### config.mk
export PLATFORM = sky130hd
export DESIGN_NAME = bus_decode
export DESIGN_NICKNAME = d
export VERILOG_FILES = /design/src/sync3.v /design/src/bus_decode.v
export VERILOG_INCLUDE_DIRS = /design/src
export SDC_FILE = /design/constraint.sdc
export NUM_CORES = 1
export LEC_CHECK = 0
export BUFFER_PORTS_ARGS = -buffer_cell sky130_fd_sc_hd__clkbuf_2
export CORE_MARGIN = 2
export CORE_UTILIZATION = 50
export CTS_BUF_LIST = sky130_fd_sc_hd__clkbuf_4
export CTS_CLUSTER_SIZE = 10
export DETAILED_ROUTE_END_ITERATION = 12
export PLACE_DENSITY_LB_ADDON = 0.25
export RECOVER_POWER = 50
export SYNTH_ARGS = -nofsm -noshare
export SYNTH_HDL_FRONTEND = slang
export SYNTH_HIERARCHICAL = 1
export SYNTH_SLANG_ARGS = --single-unit
export TNS_END_PERCENT = 100
### constraint.sdc
create_clock -name core_clk_i -period 2.6 [get_ports core_clk_i]
set_clock_uncertainty 0.2 [all_clocks]
set_input_delay 0.52 -clock core_clk_i [delete_from_list [all_inputs] [get_ports core_clk_i]]
set_output_delay 0.52 -clock core_clk_i [all_outputs]
set_load 0.05 [all_outputs]
### src/bus_decode_defines.vh
`ifndef BUS_DECODE_DEFINES_VH
`define BUS_DECODE_DEFINES_VH
`define CLK_PERIOD_PS      8000
`define STROBE_MIN_NS      500
`define GUARD_MIN_NS       30
`define STROBE_CYCLES      ((`STROBE_MIN_NS * 1000 + `CLK_PERIOD_PS - 1) / `CLK_PERIOD_PS)
`define GUARD_CYCLES       ((`GUARD_MIN_NS * 1000 + `CLK_PERIOD_PS - 1) / `CLK_PERIOD_PS)
`define AREA_LSB           2
`define AREA_BITS          3
`define BASE_LSB           5
`define BASE_BITS          3
`endif

### src/sync3.v
`timescale 1ns/1ps
`default_nettype none
module sync3 #(
   parameter W = 1
) (
   input  wire         core_clk_i,
   input  wire         sys_rst_i,
   input  wire [W-1:0] async_i,
   output reg  [W-1:0] level_o
);
   reg [W-1:0] s1_q;
   reg [W-1:0] s2_q;
   reg [W-1:0] s3_q;
   // change accepted once stages two and three agree
   always @(posedge core_clk_i) begin
      if (sys_rst_i) begin
         s1_q    <= {W{1'b0}};
         s2_q    <= {W{1'b0}};
         s3_q    <= {W{1'b0}};
         level_o <= {W{1'b0}};
      end else begin
         s1_q <= async_i;
         s2_q <= s1_q;
         s3_q <= s2_q;
         if (s2_q == s3_q) begin
            level_o <= s3_q;
         end
      end
   end
endmodule // sync3
`default_nettype wire

### src/bus_decode.v
`timescale 1ns/1ps
`default_nettype none
`include "bus_decode_defines.vh"
module bus_decode #(
   parameter AREAS = 8
) (
   input  wire                  core_clk_i,
   input  wire                  sys_rst_i,
   input  wire [7:0]            bus_addr_i,
   input  wire                  status_in_i,
   input  wire                  status_out_i,
   input  wire                  status_inta_i,
   input  wire                  pdbin_i,
   input  wire                  write_n_i,
   input  wire                  wait_mode_i,
   input  wire [`BASE_BITS-1:0] base_sel_i,
   input  wire [7:0]            bus_dout_i,
   input  wire [7:0]            board_data_i,
   output reg                   board_select_o,
   output reg                   chip_select_strobe_n_o,
   output reg  [AREAS-1:0]      group_select_n_o,
   output reg  [1:0]            port_sel_o,
   output reg                   dout_rcv_en_n_o,
   output reg                   din_drv_en_n_o,
   output reg  [7:0]            board_data_o,
   output reg  [7:0]            bus_din_o
);
   localparam [31:0] STB_W     = `STROBE_CYCLES;
   localparam [31:0] GUARD_W   = `GUARD_CYCLES;
   localparam [7:0]  STB_CNT   = STB_W[7:0];
   localparam [7:0]  GUARD_CNT = GUARD_W[7:0];
   localparam [1:0]  ST_IDLE   = 2'h0;
   localparam [1:0]  ST_LEAD   = 2'h1;
   localparam [1:0]  ST_STB    = 2'h2;
   localparam [1:0]  ST_TAIL   = 2'h3;

   wire [7:0]            addr_s;
   wire [7:0]            dout_s;
   wire [7:0]            bdat_s;
   wire [`BASE_BITS-1:0] base_s;
   wire                  in_s;
   wire                  out_s;
   wire                  inta_s;
   wire                  dbin_s;
   wire                  wr_n_s;
   wire                  wait_s;

   // every bus pin is asynchronous to the core clock
   sync3 #(
      .W(8)
   ) u_addr (
      .core_clk_i(core_clk_i),
      .sys_rst_i (sys_rst_i),
      .async_i   (bus_addr_i),
      .level_o   (addr_s)
   );
   sync3 #(
      .W(8)
   ) u_dout (
      .core_clk_i(core_clk_i),
      .sys_rst_i (sys_rst_i),
      .async_i   (bus_dout_i),
      .level_o   (dout_s)
   );
   sync3 #(
      .W(8)
   ) u_bdat (
      .core_clk_i(core_clk_i),
      .sys_rst_i (sys_rst_i),
      .async_i   (board_data_i),
      .level_o   (bdat_s)
   );
   sync3 #(
      .W(`BASE_BITS)
   ) u_base (
      .core_clk_i(core_clk_i),
      .sys_rst_i (sys_rst_i),
      .async_i   (base_sel_i),
      .level_o   (base_s)
   );
   // write strobe resets to active, harmless while hit is low
   sync3 #(
      .W(6)
   ) u_ctl (
      .core_clk_i(core_clk_i),
      .sys_rst_i (sys_rst_i),
      .async_i   ({status_in_i, status_out_i, status_inta_i, pdbin_i, write_n_i, wait_mode_i}),
      .level_o   ({in_s, out_s, inta_s, dbin_s, wr_n_s, wait_s})
   );

   wire                  hit;
   wire [`AREA_BITS-1:0] area;
   wire [7:0]            stb_len;
   assign hit  = (in_s | out_s) & (addr_s[`BASE_LSB +: `BASE_BITS] == base_s);
   assign area = addr_s[`AREA_LSB +: `AREA_BITS];
   // strobe stretched by one 8 ns core clock mimics the inserted wait cycle
   assign stb_len = wait_s ? (STB_CNT + 8'h01) : STB_CNT;

   reg [1:0]       st_q;
   reg [1:0]       st_d;
   reg [7:0]       cnt_q;
   reg [7:0]       cnt_d;
   reg             sel_d;
   reg             stb_n_d;
   reg [AREAS-1:0] grp_n_d;
   reg [1:0]       port_d;
   reg             rcv_n_d;
   reg             drv_n_d;
   reg [7:0]       wdat_d;
   reg [7:0]       rdat_d;

   // limitation: pins must settle about four clocks before hit is seen
   // new hits wait until the tail guard has run out
   always @* begin
      st_d    = st_q;
      cnt_d   = cnt_q;
      sel_d   = board_select_o;
      stb_n_d = chip_select_strobe_n_o;
      grp_n_d = group_select_n_o;
      port_d  = port_sel_o;
      case (st_q)
         ST_IDLE: begin
            if (hit) begin
               sel_d = 1'b1;
               cnt_d = GUARD_CNT;
               st_d  = ST_LEAD;
            end
         end
         ST_LEAD: begin
            if (cnt_q > 8'h01) begin
               cnt_d = cnt_q - 8'h01;
            end else begin
               stb_n_d = 1'b0;
               grp_n_d = ~({{(AREAS-1){1'b0}}, 1'b1} << area);
               port_d  = addr_s[1:0];
               cnt_d   = stb_len;
               st_d    = ST_STB;
            end
         end
         ST_STB: begin
            if (cnt_q > 8'h01) begin
               cnt_d = cnt_q - 8'h01;
            end else if (!hit) begin
               stb_n_d = 1'b1;
               grp_n_d = {AREAS{1'b1}};
               cnt_d   = GUARD_CNT;
               st_d    = ST_TAIL;
            end
         end
         ST_TAIL: begin
            if (cnt_q > 8'h01) begin
               cnt_d = cnt_q - 8'h01;
            end else begin
               sel_d = 1'b0;
               st_d  = ST_IDLE;
            end
         end
         default: begin
            st_d    = ST_IDLE;
            cnt_d   = 8'h00;
            sel_d   = 1'b0;
            stb_n_d = 1'b1;
            grp_n_d = {AREAS{1'b1}};
            port_d  = 2'h0;
         end
      endcase
   end

   // data path steering
   always @* begin
      rcv_n_d = ~(~wr_n_s & hit);
      drv_n_d = ~(dbin_s & ((in_s & hit) | inta_s));
      wdat_d  = dout_s;
      rdat_d  = bdat_s;
   end

   always @(posedge core_clk_i) begin
      if (sys_rst_i) begin
         st_q                   <= ST_IDLE;
         cnt_q                  <= 8'h00;
         board_select_o         <= 1'b0;
         chip_select_strobe_n_o <= 1'b1;
         group_select_n_o       <= {AREAS{1'b1}};
         port_sel_o             <= 2'h0;
      end else begin
         st_q                   <= st_d;
         cnt_q                  <= cnt_d;
         board_select_o         <= sel_d;
         chip_select_strobe_n_o <= stb_n_d;
         group_select_n_o       <= grp_n_d;
         port_sel_o             <= port_d;
      end
   end

   always @(posedge core_clk_i) begin
      if (sys_rst_i) begin
         dout_rcv_en_n_o <= 1'b1;
         din_drv_en_n_o  <= 1'b1;
         board_data_o    <= 8'h00;
         bus_din_o       <= 8'h00;
      end else begin
         dout_rcv_en_n_o <= rcv_n_d;
         din_drv_en_n_o  <= drv_n_d;
         board_data_o    <= wdat_d;
         bus_din_o       <= rdat_d;
      end
   end
endmodule // bus_decode
`default_nettype wire

==> out/qor.txt, run 1 <==
status - complete, but fails checks
failing checks - capacitance limit, slew limit
share of layout cells above drive strength 1 - 0.1624
Layout area overhead - 16.45%
syn_area_per_cell - 10.73 um^2
hold crit path type - primary input to flop
initial antenna violation count - 0
FF-to-FF path depth - 6
post-CTS setup buffers - 0
1st-iter DRT viols - 203
IO buf count - 64
asr flop ratio synth - 0
cts bufs inserted - 17
clock slew at reported path FFs - 0.13 ns
nature of the critical path endpoint - flop
Vias - 4156
Starting Density - 0.5068
crit start category - flop
largest net degree at the start of global routing - 81
cell with the most instances after synthesis - dfxtp_1
DIE WIDTH - 116.6 um
post-route antenna net violation count - 0
cell row count - 41
Pint - 0.003601 W
worst reg-to-reg setup slack - 0.17 ns
Final Slew Violations - 48
Max Fclk - 410.7 MHz
Clock Latency Late Sink - 0.55 ns
synth cell count leaders - dfxtp_1, nor2b_1, nand2b_1
Final GP Congestion - 0.8729
dpl cells - 809
vias in the first global route - 3859
ANT cells - 0
drt pass-1 iters - 4
fin crit share - 0.9364
HPWL after DPL - 6677 um
Flop pwr share - 0.562
switch share - 0.2798
EDFF count, synth - 0
Final setup viols - 0
CTS tree - yes
Crit Reg-Reg Startpoint - cnt_q[2]
post-synthesis sequential area ratio - 0.5428
Leak Pwr - 3.139 nW
clk sink count - 172
Post-Route Setup TNS - 0 ns
worst-margin pin slew - 1.648 ns
WL final - 10330 um
wire per inst - 11.82 um
DP Worst Slack - 0.2200 ns
register bit total from synthesis - 172
clock power share - 0.265
worst path arrival time - 2.72 ns
final instance count without filler cells - 874
hold buffer count at cts - 33
sw power - 0.001399 W
hold path depth - 2
synthesized cell area - 6344 um^2
CTS max path bufs - 2
gr usage total - 0.1600
WP data required - 2.88 ns
Hold Path Sink - board_select_o
# IOs - 65
PnR worst setup slack - 0.1653 ns
CP Class - flop to flop
GRT overflow - 0
post-DR vias/cell - 4.755
die span in y - 116.6 um
Max-cap violations - 1
worst hold start - sys_rst_i
core area - 12520 um^2
Cells after Synth - 591
post-route minimum period - 2.435 ns
ys flop type - dfxtp_1
Synth top area share - 0.5428
Syn Nets - 632
post-cts resize count - 0
nets - 730
H-tree levels - 4
clk root buf - clkbuf_4
Max VDD drop - 378.2 uV
synth warn - 6
cell taking the most area after synthesis - dfxtp_1
DR DRC count - 0
Hold Vio Cnt, Final - 0
Critical R2R Capture - group_select_n_o[5]
Comb pwr share - 0.173
Area contributors post-synth - dfxtp_1, nor2b_1, mux2i_1
Yosys cell types - 54
relative slew slack - -0.09893
DIE AREA - 13600 um^2
global-route wire length before repair - 16880 um
unrepaired setup endpoints after global routing - false
CP max FO - 16
pwr dens - 676.9 nW/um^2
## flip-flops by register name, summed over array words and instances (netlist names), 6 cells and up
signal / flops
board_data_o: 8
bus_din_o: 8
cnt_q: 8
group_select_n_o: 8
u_addr/level_o: 8
u_addr/s1_q: 8
u_addr/s2_q: 8
u_addr/s3_q: 8
u_bdat/level_o: 8
u_bdat/s1_q: 8
u_bdat/s2_q: 8
u_bdat/s3_q: 8
u_dout/level_o: 8
u_dout/s1_q: 8
u_dout/s2_q: 8
u_dout/s3_q: 8
u_ctl/level_o: 6
u_ctl/s1_q: 6
u_ctl/s2_q: 6
u_ctl/s3_q: 6
## stage by stage
stage	utilization	instance area [um^2]	hold slack, ns	total power (W)
finish	0.5902	7387	0.1417	0.005000
global route	0.5902	7387	0.09368	0.005262
CTS	0.5919	7408	0.1026	0.005060
detailed placement	0.5459	6833	0.2204	0.003697
global placement	0.5459	6833	0.2161	0.003670
floorplan	-	6344	0.2138	0.003538
## area by class of cell
type	count	area, um^2
clock buffers	19	142.6
clock inverters	13	102.6
fillers	1107	5130
inverters	7	26.28
multi-input cells	388	2768
flip-flops and latches	172	3443
well taps	172	215.2
repair buffers	103	689.4
## how the worst max path moves through the flow
| stage | from | cells after the start | endpoint | slack (ns) |
|---|---|---|---|---|
| finish | cnt_q[2] | 6 | group_select_n_o[5] | 0.17 |
| global route | cnt_q[0] | 7 | st_q[1] | 0.006 |
| CTS | cnt_q[0] | 7 | st_q[1] | 0.19 |
| detailed placement | cnt_q[0] | 7 | st_q[0] | 0.22 |
| global placement | cnt_q[2] | 5 | cnt_q[1] | 0.29 |
| floorplan | cnt_q[2] | 6 | cnt_q[6] | 0.39 |
## cell usage in the layout, fill, tap and decap left out, types with 6 or more instances in the layout
cell type and count:
dlygate4sd3_1 33, nand2b_1 54, clkbuf_4 19, nand2_1 9, or2b_1 10, nor4_1 7, clkbuf_2 65, xor2_1 33
ha_1 6, a21oi_1 14, clkinvlp_4 6, xnor2_1 6, nand3_1 7, inv_1 7, mux2i_1 36, nor2b_1 117
nor3_1 11, dfxtp_1 172, nor2_1 13
## power groups by stage
stage	registers [W]	clock network (W)	logic, W
3_5_place_dp	0.00287	0	0.000828
6_report	0.00281	0.00132	0.000867
5_1_grt	0.00283	0.00148	0.000953
3_3_place_gp	0.00286	0	0.000806
4_1_cts	0.00281	0.00138	0.000869
2_1_floorplan	0.00291	0	0.000626
## metal layers
layer,vias to the layer above,global-route usage,wire [um]
met3,32,0.04670,489
met4,0,0.1067,385
li1,2165,-,-
met5,-,0,0
met2,103,0.2550,4901
met1,1856,0.1876,4554
## worst max-delay path: stages (launching register included)
cell	delay, ns
dfxtp_1	0.39
or4_4	0.59
or3_4	0.50
a211oi_4	0.19
buf_4	0.24
nor3_1	0.06
a21oi_1	0.20
## logic make-up (layout without fill, tap and decap cells)
kind of cell,count (synthesis),in the layout,share of synthesized area
adder cells (fa/ha/maj),6,6,0.01183
flip-flops,172,172,0.5428
AO/OA/AOI/OAI,53,53,0.06371
multiplexers,36,36,0.05681
buffers and inverters,31,142,0.02091
XOR/XNOR,39,39,0.05385
AND/OR/NAND/NOR,254,254,0.2501
Power figures use the tool's default switching activity.
==> run 2: changes to the inputs <==
- SETUP_SLACK_MARGIN: default -> 0.3
==> run 2 against run 1 <==
  * The run now ends clean
  * Register-to-register slack gained 0.13 ns
  * Critical path depth is the same
  * Routed wire length grew 1.7%
  * Non-clock buffer count grew 3
  * Maximum frequency grew 5.5%
  * Count of clock-buffer cells in the layout is the same
  * Combinational power grew 7.2%
  * Highest routed layer unchanged
  * Total power grew 1.3%
  * Sequential power is essentially flat
  * Cell count grew 0.46%
  * First-iteration DRC count shrank 0.49%
  * Via count grew 0.65%
==> out/qor.txt, run 2 (synthesized netlist as in run 1, its figures left out) <==
Clock Latency Late Sink - 0.55 ns
Critical R2R Capture - group_select_n_o[5]
CTS max path bufs - 2
post-DR vias/cell - 4.764
cell row count - 41
DIE WIDTH - 116.6 um
Vias - 4183
most common cell after layout, fill and taps aside - dfxtp_1
worst path arrival time - 2.59 ns
1st-iter DRT viols - 202
tightest hold margin - 0.2462 ns
gr usage total - 0.1611
Crit Reg-Reg Startpoint - cnt_q[2]
H-tree levels - 4
global-route wire length before repair - 16990 um
CP peak stage delay - 0.58 ns
Final GP Congestion - 0.8729
wire per inst - 11.97 um
Final Slew Violations - 0
core area - 12520 um^2
crit start category - flop
worst hold start - u_bdat/s1_q[0]
hold path depth - 1
Hold Path Sink - u_bdat/s2_q[0]
IO buf count - 64
CP delay by family, top - simple AND/OR/NAND/NOR gates
Layout area overhead - 17.44%
clk sink count - 172
most frequent cells in the layout - dfxtp_1, nor2b_1, clkbuf_2
Final setup viols - 0
crit-path cells - or4_4 -> or3_4 -> a211oi_4 -> buf_6 -> nor3_2 -> a21oi_1
Hold Vio Cnt, Final - 0
nature of the critical path endpoint - flop
drt pass-1 iters - 4
fin crit share - 0.8879
CP max FO - 8
die span in y - 116.6 um
largest net degree at the start of global routing - 81
DIE AREA - 13600 um^2
clock slew at reported path FFs - 0.13 ns
post-route minimum period - 2.309 ns
relative slew slack - 0.1519
CP Class - flop to flop
Max VDD drop - 378.5 uV
Leak Pwr - 3.170 nW
FF-to-FF path depth - 6
Max-cap violations - 0
cts bufs inserted - 17
Starting Density - 0.5068
WL final - 10510 um
pwr dens - 679.6 nW/um^2
nets - 734
share of layout cells above drive strength 1 - 0.1785
unrepaired setup endpoints after global routing - true
HPWL after DPL - 6677 um
Buf/Inv on CP - 1
CTS tree - yes
DR DRC count - 0
worst reg-to-reg setup slack - 0.29 ns
hold crit path type - flop to flop
Post-Route Setup TNS - 0 ns
slowest CP cell - or4_4
post-route antenna net violation count - 0
WP data required - 2.88 ns
clk root buf - clkbuf_4
status - completed
Max Fclk - 433.2 MHz
worst-margin pin slew - 1.272 ns
ANT cells - 0
initial antenna violation count - 0
vias in the first global route - 3853
GRT overflow - 0
# IOs - 65
## run 2: cell count changes in the layout (fill, tap and decap cells not counted), moves of 2 or more
| cell | change |
|---|---|
| dfxtp_2 | +2 |
| nor3_1 | -2 |
| nor3_2 | +2 |
| dfxtp_1 | -3 |
| clkbuf_2 | +2 |
## run 2: stage by stage
stage	instances	total power, W	instance area (um^2)	utilization	setup WS (ns)
2_1_floorplan	591	0.003538	6344	-	0.3870
3_3_place_gp	809	0.003670	6833	0.5459	0.2930
3_5_place_dp	809	0.003697	6833	0.5459	0.2200
4_1_cts	876	0.005093	7438	0.5943	0.2935
5_1_grt	878	0.005322	7450	0.5952	0.2292
6_report	878	0.005063	7450	0.5952	0.2914
## run 2: timing repair
action / 4_1_cts / 5_1_grt
endpoints found under the setup margin: 17 / 18
setup buffers: 1 / 1
gates resized for setup: 3 / 10
hold buffers: 33 / 0
hold endpoints to repair: 33 / 0
pin swaps: 3 / 2
cloned: 1 / 1
## run 2: metal layers
layer | vias to the layer above | wire length [um] | GRT usage
li1 | 2176 | - | -
met1 | 1879 | 4669 | 0.1899
met2 | 101 | 4963 | 0.2566
met3 | 27 | 518 | 0.04722
met4 | 0 | 355 | 0.1051
met5 | - | 0 | 0
## run 2: worst reg2reg max path, stage by stage, from the launching register on
cell and delay, ns:
dfxtp_4 0.38, or4_4 0.58, or3_4 0.48, a211oi_4 0.23
buf_6 0.17, nor3_2 0.04, a21oi_1 0.16
## run 2: where the power goes
| part | leakage, nW | total (W) | internal [W] | switching [W] |
|---|---|---|---|---|
| clock network | 0.121 | 0.00132 | 0.000479 | 0.000845 |
| logic | 1.64 | 0.000929 | 0.000417 | 0.000513 |
| registers | 1.41 | 0.00281 | 0.00274 | 0.0000684 |
## run 2: final cells by class
type                            instances  area (um^2)
Clock buffer                           19        142.6
Clock inverter                         13        102.6
Fill cell                            1098         5067
Inverter                                7        26.28
Multi-Input combinational cell        389         2799
Sequential cell                       172         3450
Tap cell                              172        215.2
Timing Repair Buffer                  106        714.4
## run 2: how the worst max path moves through the flow
stage	startpoint	to	slack, ns	cells past startpoint
floorplan	cnt_q[2]	cnt_q[6]	0.39	6
global placement	cnt_q[2]	cnt_q[1]	0.29	5
detailed placement	cnt_q[0]	st_q[0]	0.22	7
CTS	cnt_q[0]	st_q[1]	0.29	7
global route	cnt_q[2]	group_select_n_o[5]	0.23	6
finish	cnt_q[2]	group_select_n_o[5]	0.29	6
==> run 3: changes to the inputs <==
- CELL_PAD_IN_SITES_DETAIL_PLACEMENT: default -> 1
- CELL_PAD_IN_SITES_GLOBAL_PLACEMENT: default -> 1
- CORE_MARGIN: 2 -> 5
- CORE_UTILIZATION: 50 -> 48
==> run 3 against run 2 <==
  * Routed wire length is 26% higher
  * Total power is 7.6% higher
  * Sequential cell count stayed put
  * Largest power group unchanged
==> out/qor.txt, run 3 (synthesized netlist as in run 1, its figures left out) <==
Max Fclk - 437.4 MHz
clock power share - 0.291
crit start category - flop
area of the multi-input gates - 2836 um^2
Clock Latency Late Sink - 0.56 ns
clock slew at reported path FFs - 0.15 ns
relative slew slack - 0.1817
die span in y - 125.0 um
pwr dens - 713.0 nW/um^2
Leak Pwr - 3.257 nW
Max-cap violations - 0
max layer used - met4
switch share - 0.2986
WL final - 13240 um
CTS max path bufs - 2
total design power - 0.005446 W
DIE WIDTH - 125.0 um
tightest hold margin - 0.09606 ns
CP Class - flop to flop
met2 WL - 6973 um
Cell Area, Placed - 6873 um^2
Starting Density - 0.4848
Flop pwr share - 0.516
cts bufs inserted - 17
# IOs - 65
Filler cells - 1427
vias in the first global route - 4428
cell row count - 42
post-DR vias/cell - 4.856
CTS tree - yes
share of layout cells above drive strength 1 - 0.1941
IO buf count - 64
GRT overflow - 0
Comb pwr share - 0.192
Finished Cell Area - 7639 um^2
nets - 744
1st-iter DRT viols - 158
area of all sequential standard cells - 3452 um^2
HPWL after DPL - 8498 um
Vias - 4336
wire per inst - 14.82 um
clk sink count - 172
hold crit path type - primary input to flop
global-route wire length before repair - 21580 um
drt pass-1 iters - 4
Layout area overhead - 20.41%
sw power - 0.001626 W
initial antenna violation count - 1
CP max FO - 8
DR DRC count - 0
largest net degree at the start of global routing - 71
most frequent cells in the layout - dfxtp_1, nor2b_1, clkbuf_2
DIE AREA - 15620 um^2
status - completed
clk root buf - clkbuf_4
Hold Vio Cnt, Final - 0
worst-margin pin slew - 1.227 ns
Final Slew Violations - 0
WP data required - 2.91 ns
met1 wire length - 5489 um
core area - 13090 um^2
unrepaired setup endpoints after global routing - true
worst path arrival time - 2.60 ns
post-route antenna net violation count - 0
Final GP Congestion - 0.8877
fin crit share - 0.8794
met3 wire length - 482 um
Post-Route Setup TNS - 0 ns
post-route minimum period - 2.286 ns
nature of the critical path endpoint - flop
gr usage total - 0.1705
Pint - 0.003820 W
Max VDD drop - 413.0 uV
Final setup viols - 0
H-tree levels - 4
most common cell after layout, fill and taps aside - dfxtp_1
## run 3: final cells by class
| cell class | count | area share |
|---|---|---|
| tap | 176 | 0.02883 |
| clock buffer | 17 | 0.01671 |
| sequential | 172 | 0.4519 |
| antenna | 1 | 0.0003276 |
| timing repair buffer | 116 | 0.1043 |
| multi-input combinational | 389 | 0.3713 |
| inverter | 7 | 0.003440 |
| clock inverter | 15 | 0.02310 |
## run 3: power by group through the flow
stage	clock, W	sequential, W	combinational [W]
final	0.00159	0.00281	0.00105
after CTS	0.00165	0.00282	0.000977
after detailed placement	0	0.00287	0.000869
after global routing	0.00176	0.00283	0.00113
after global placement	0	0.00286	0.000822
after floorplan	0	0.00291	0.000626
## run 3: timing repair
action / 4_1_cts / 5_1_grt
pin swaps: 3 / 3
gates cloned: 1 / 1
hold buffers: 33 / 0
endpoints found under the hold margin: 33 / 0
resized for setup: 5 / 16
setup buffers: 3 / 6
endpoints found under the setup margin: 18 / 17
## run 3: through the flow
step	utilization	instances	worst slack, ns
2_1_floorplan	-	591	0.3870
3_3_place_gp	0.5252	816	0.2885
3_5_place_dp	0.5252	816	0.1121
4_1_cts	0.5775	885	0.2970
5_1_grt	0.5838	893	0.1970
6_report	0.5838	893	0.3137
## run 3: critical path, stage by stage (launching register included)
cell	delay [ns]
dfxtp_4	0.38
or4_4	0.58
or3_4	0.43
a211oi_4	0.22
buf_6	0.18
nor3_1	0.06
a21oi_1	0.17
## run 3: routing by layer
| metal | track usage | vias up |
|---|---|---|
| li1 | - | 2194 |
| met1 | 0.1905 | 2051 |
| met2 | 0.3069 | 70 |
| met3 | 0.04819 | 21 |
| met4 | 0.06633 | 0 |
| met5 | 0 | - |
## run 3: final timing paths
kind | start | endpoint | slack [ns] | cells after the start
worst min-delay path | sys_rst_i | cnt_q[2] | 0.1 | 2
worst min register to register | u_addr/s1_q[2] | u_addr/s2_q[2] | 0.25 | 1
worst max register to register | cnt_q[2] | group_select_n_o[2] | 0.31 | 6
worst max-delay path | cnt_q[2] | group_select_n_o[2] | 0.31 | 6
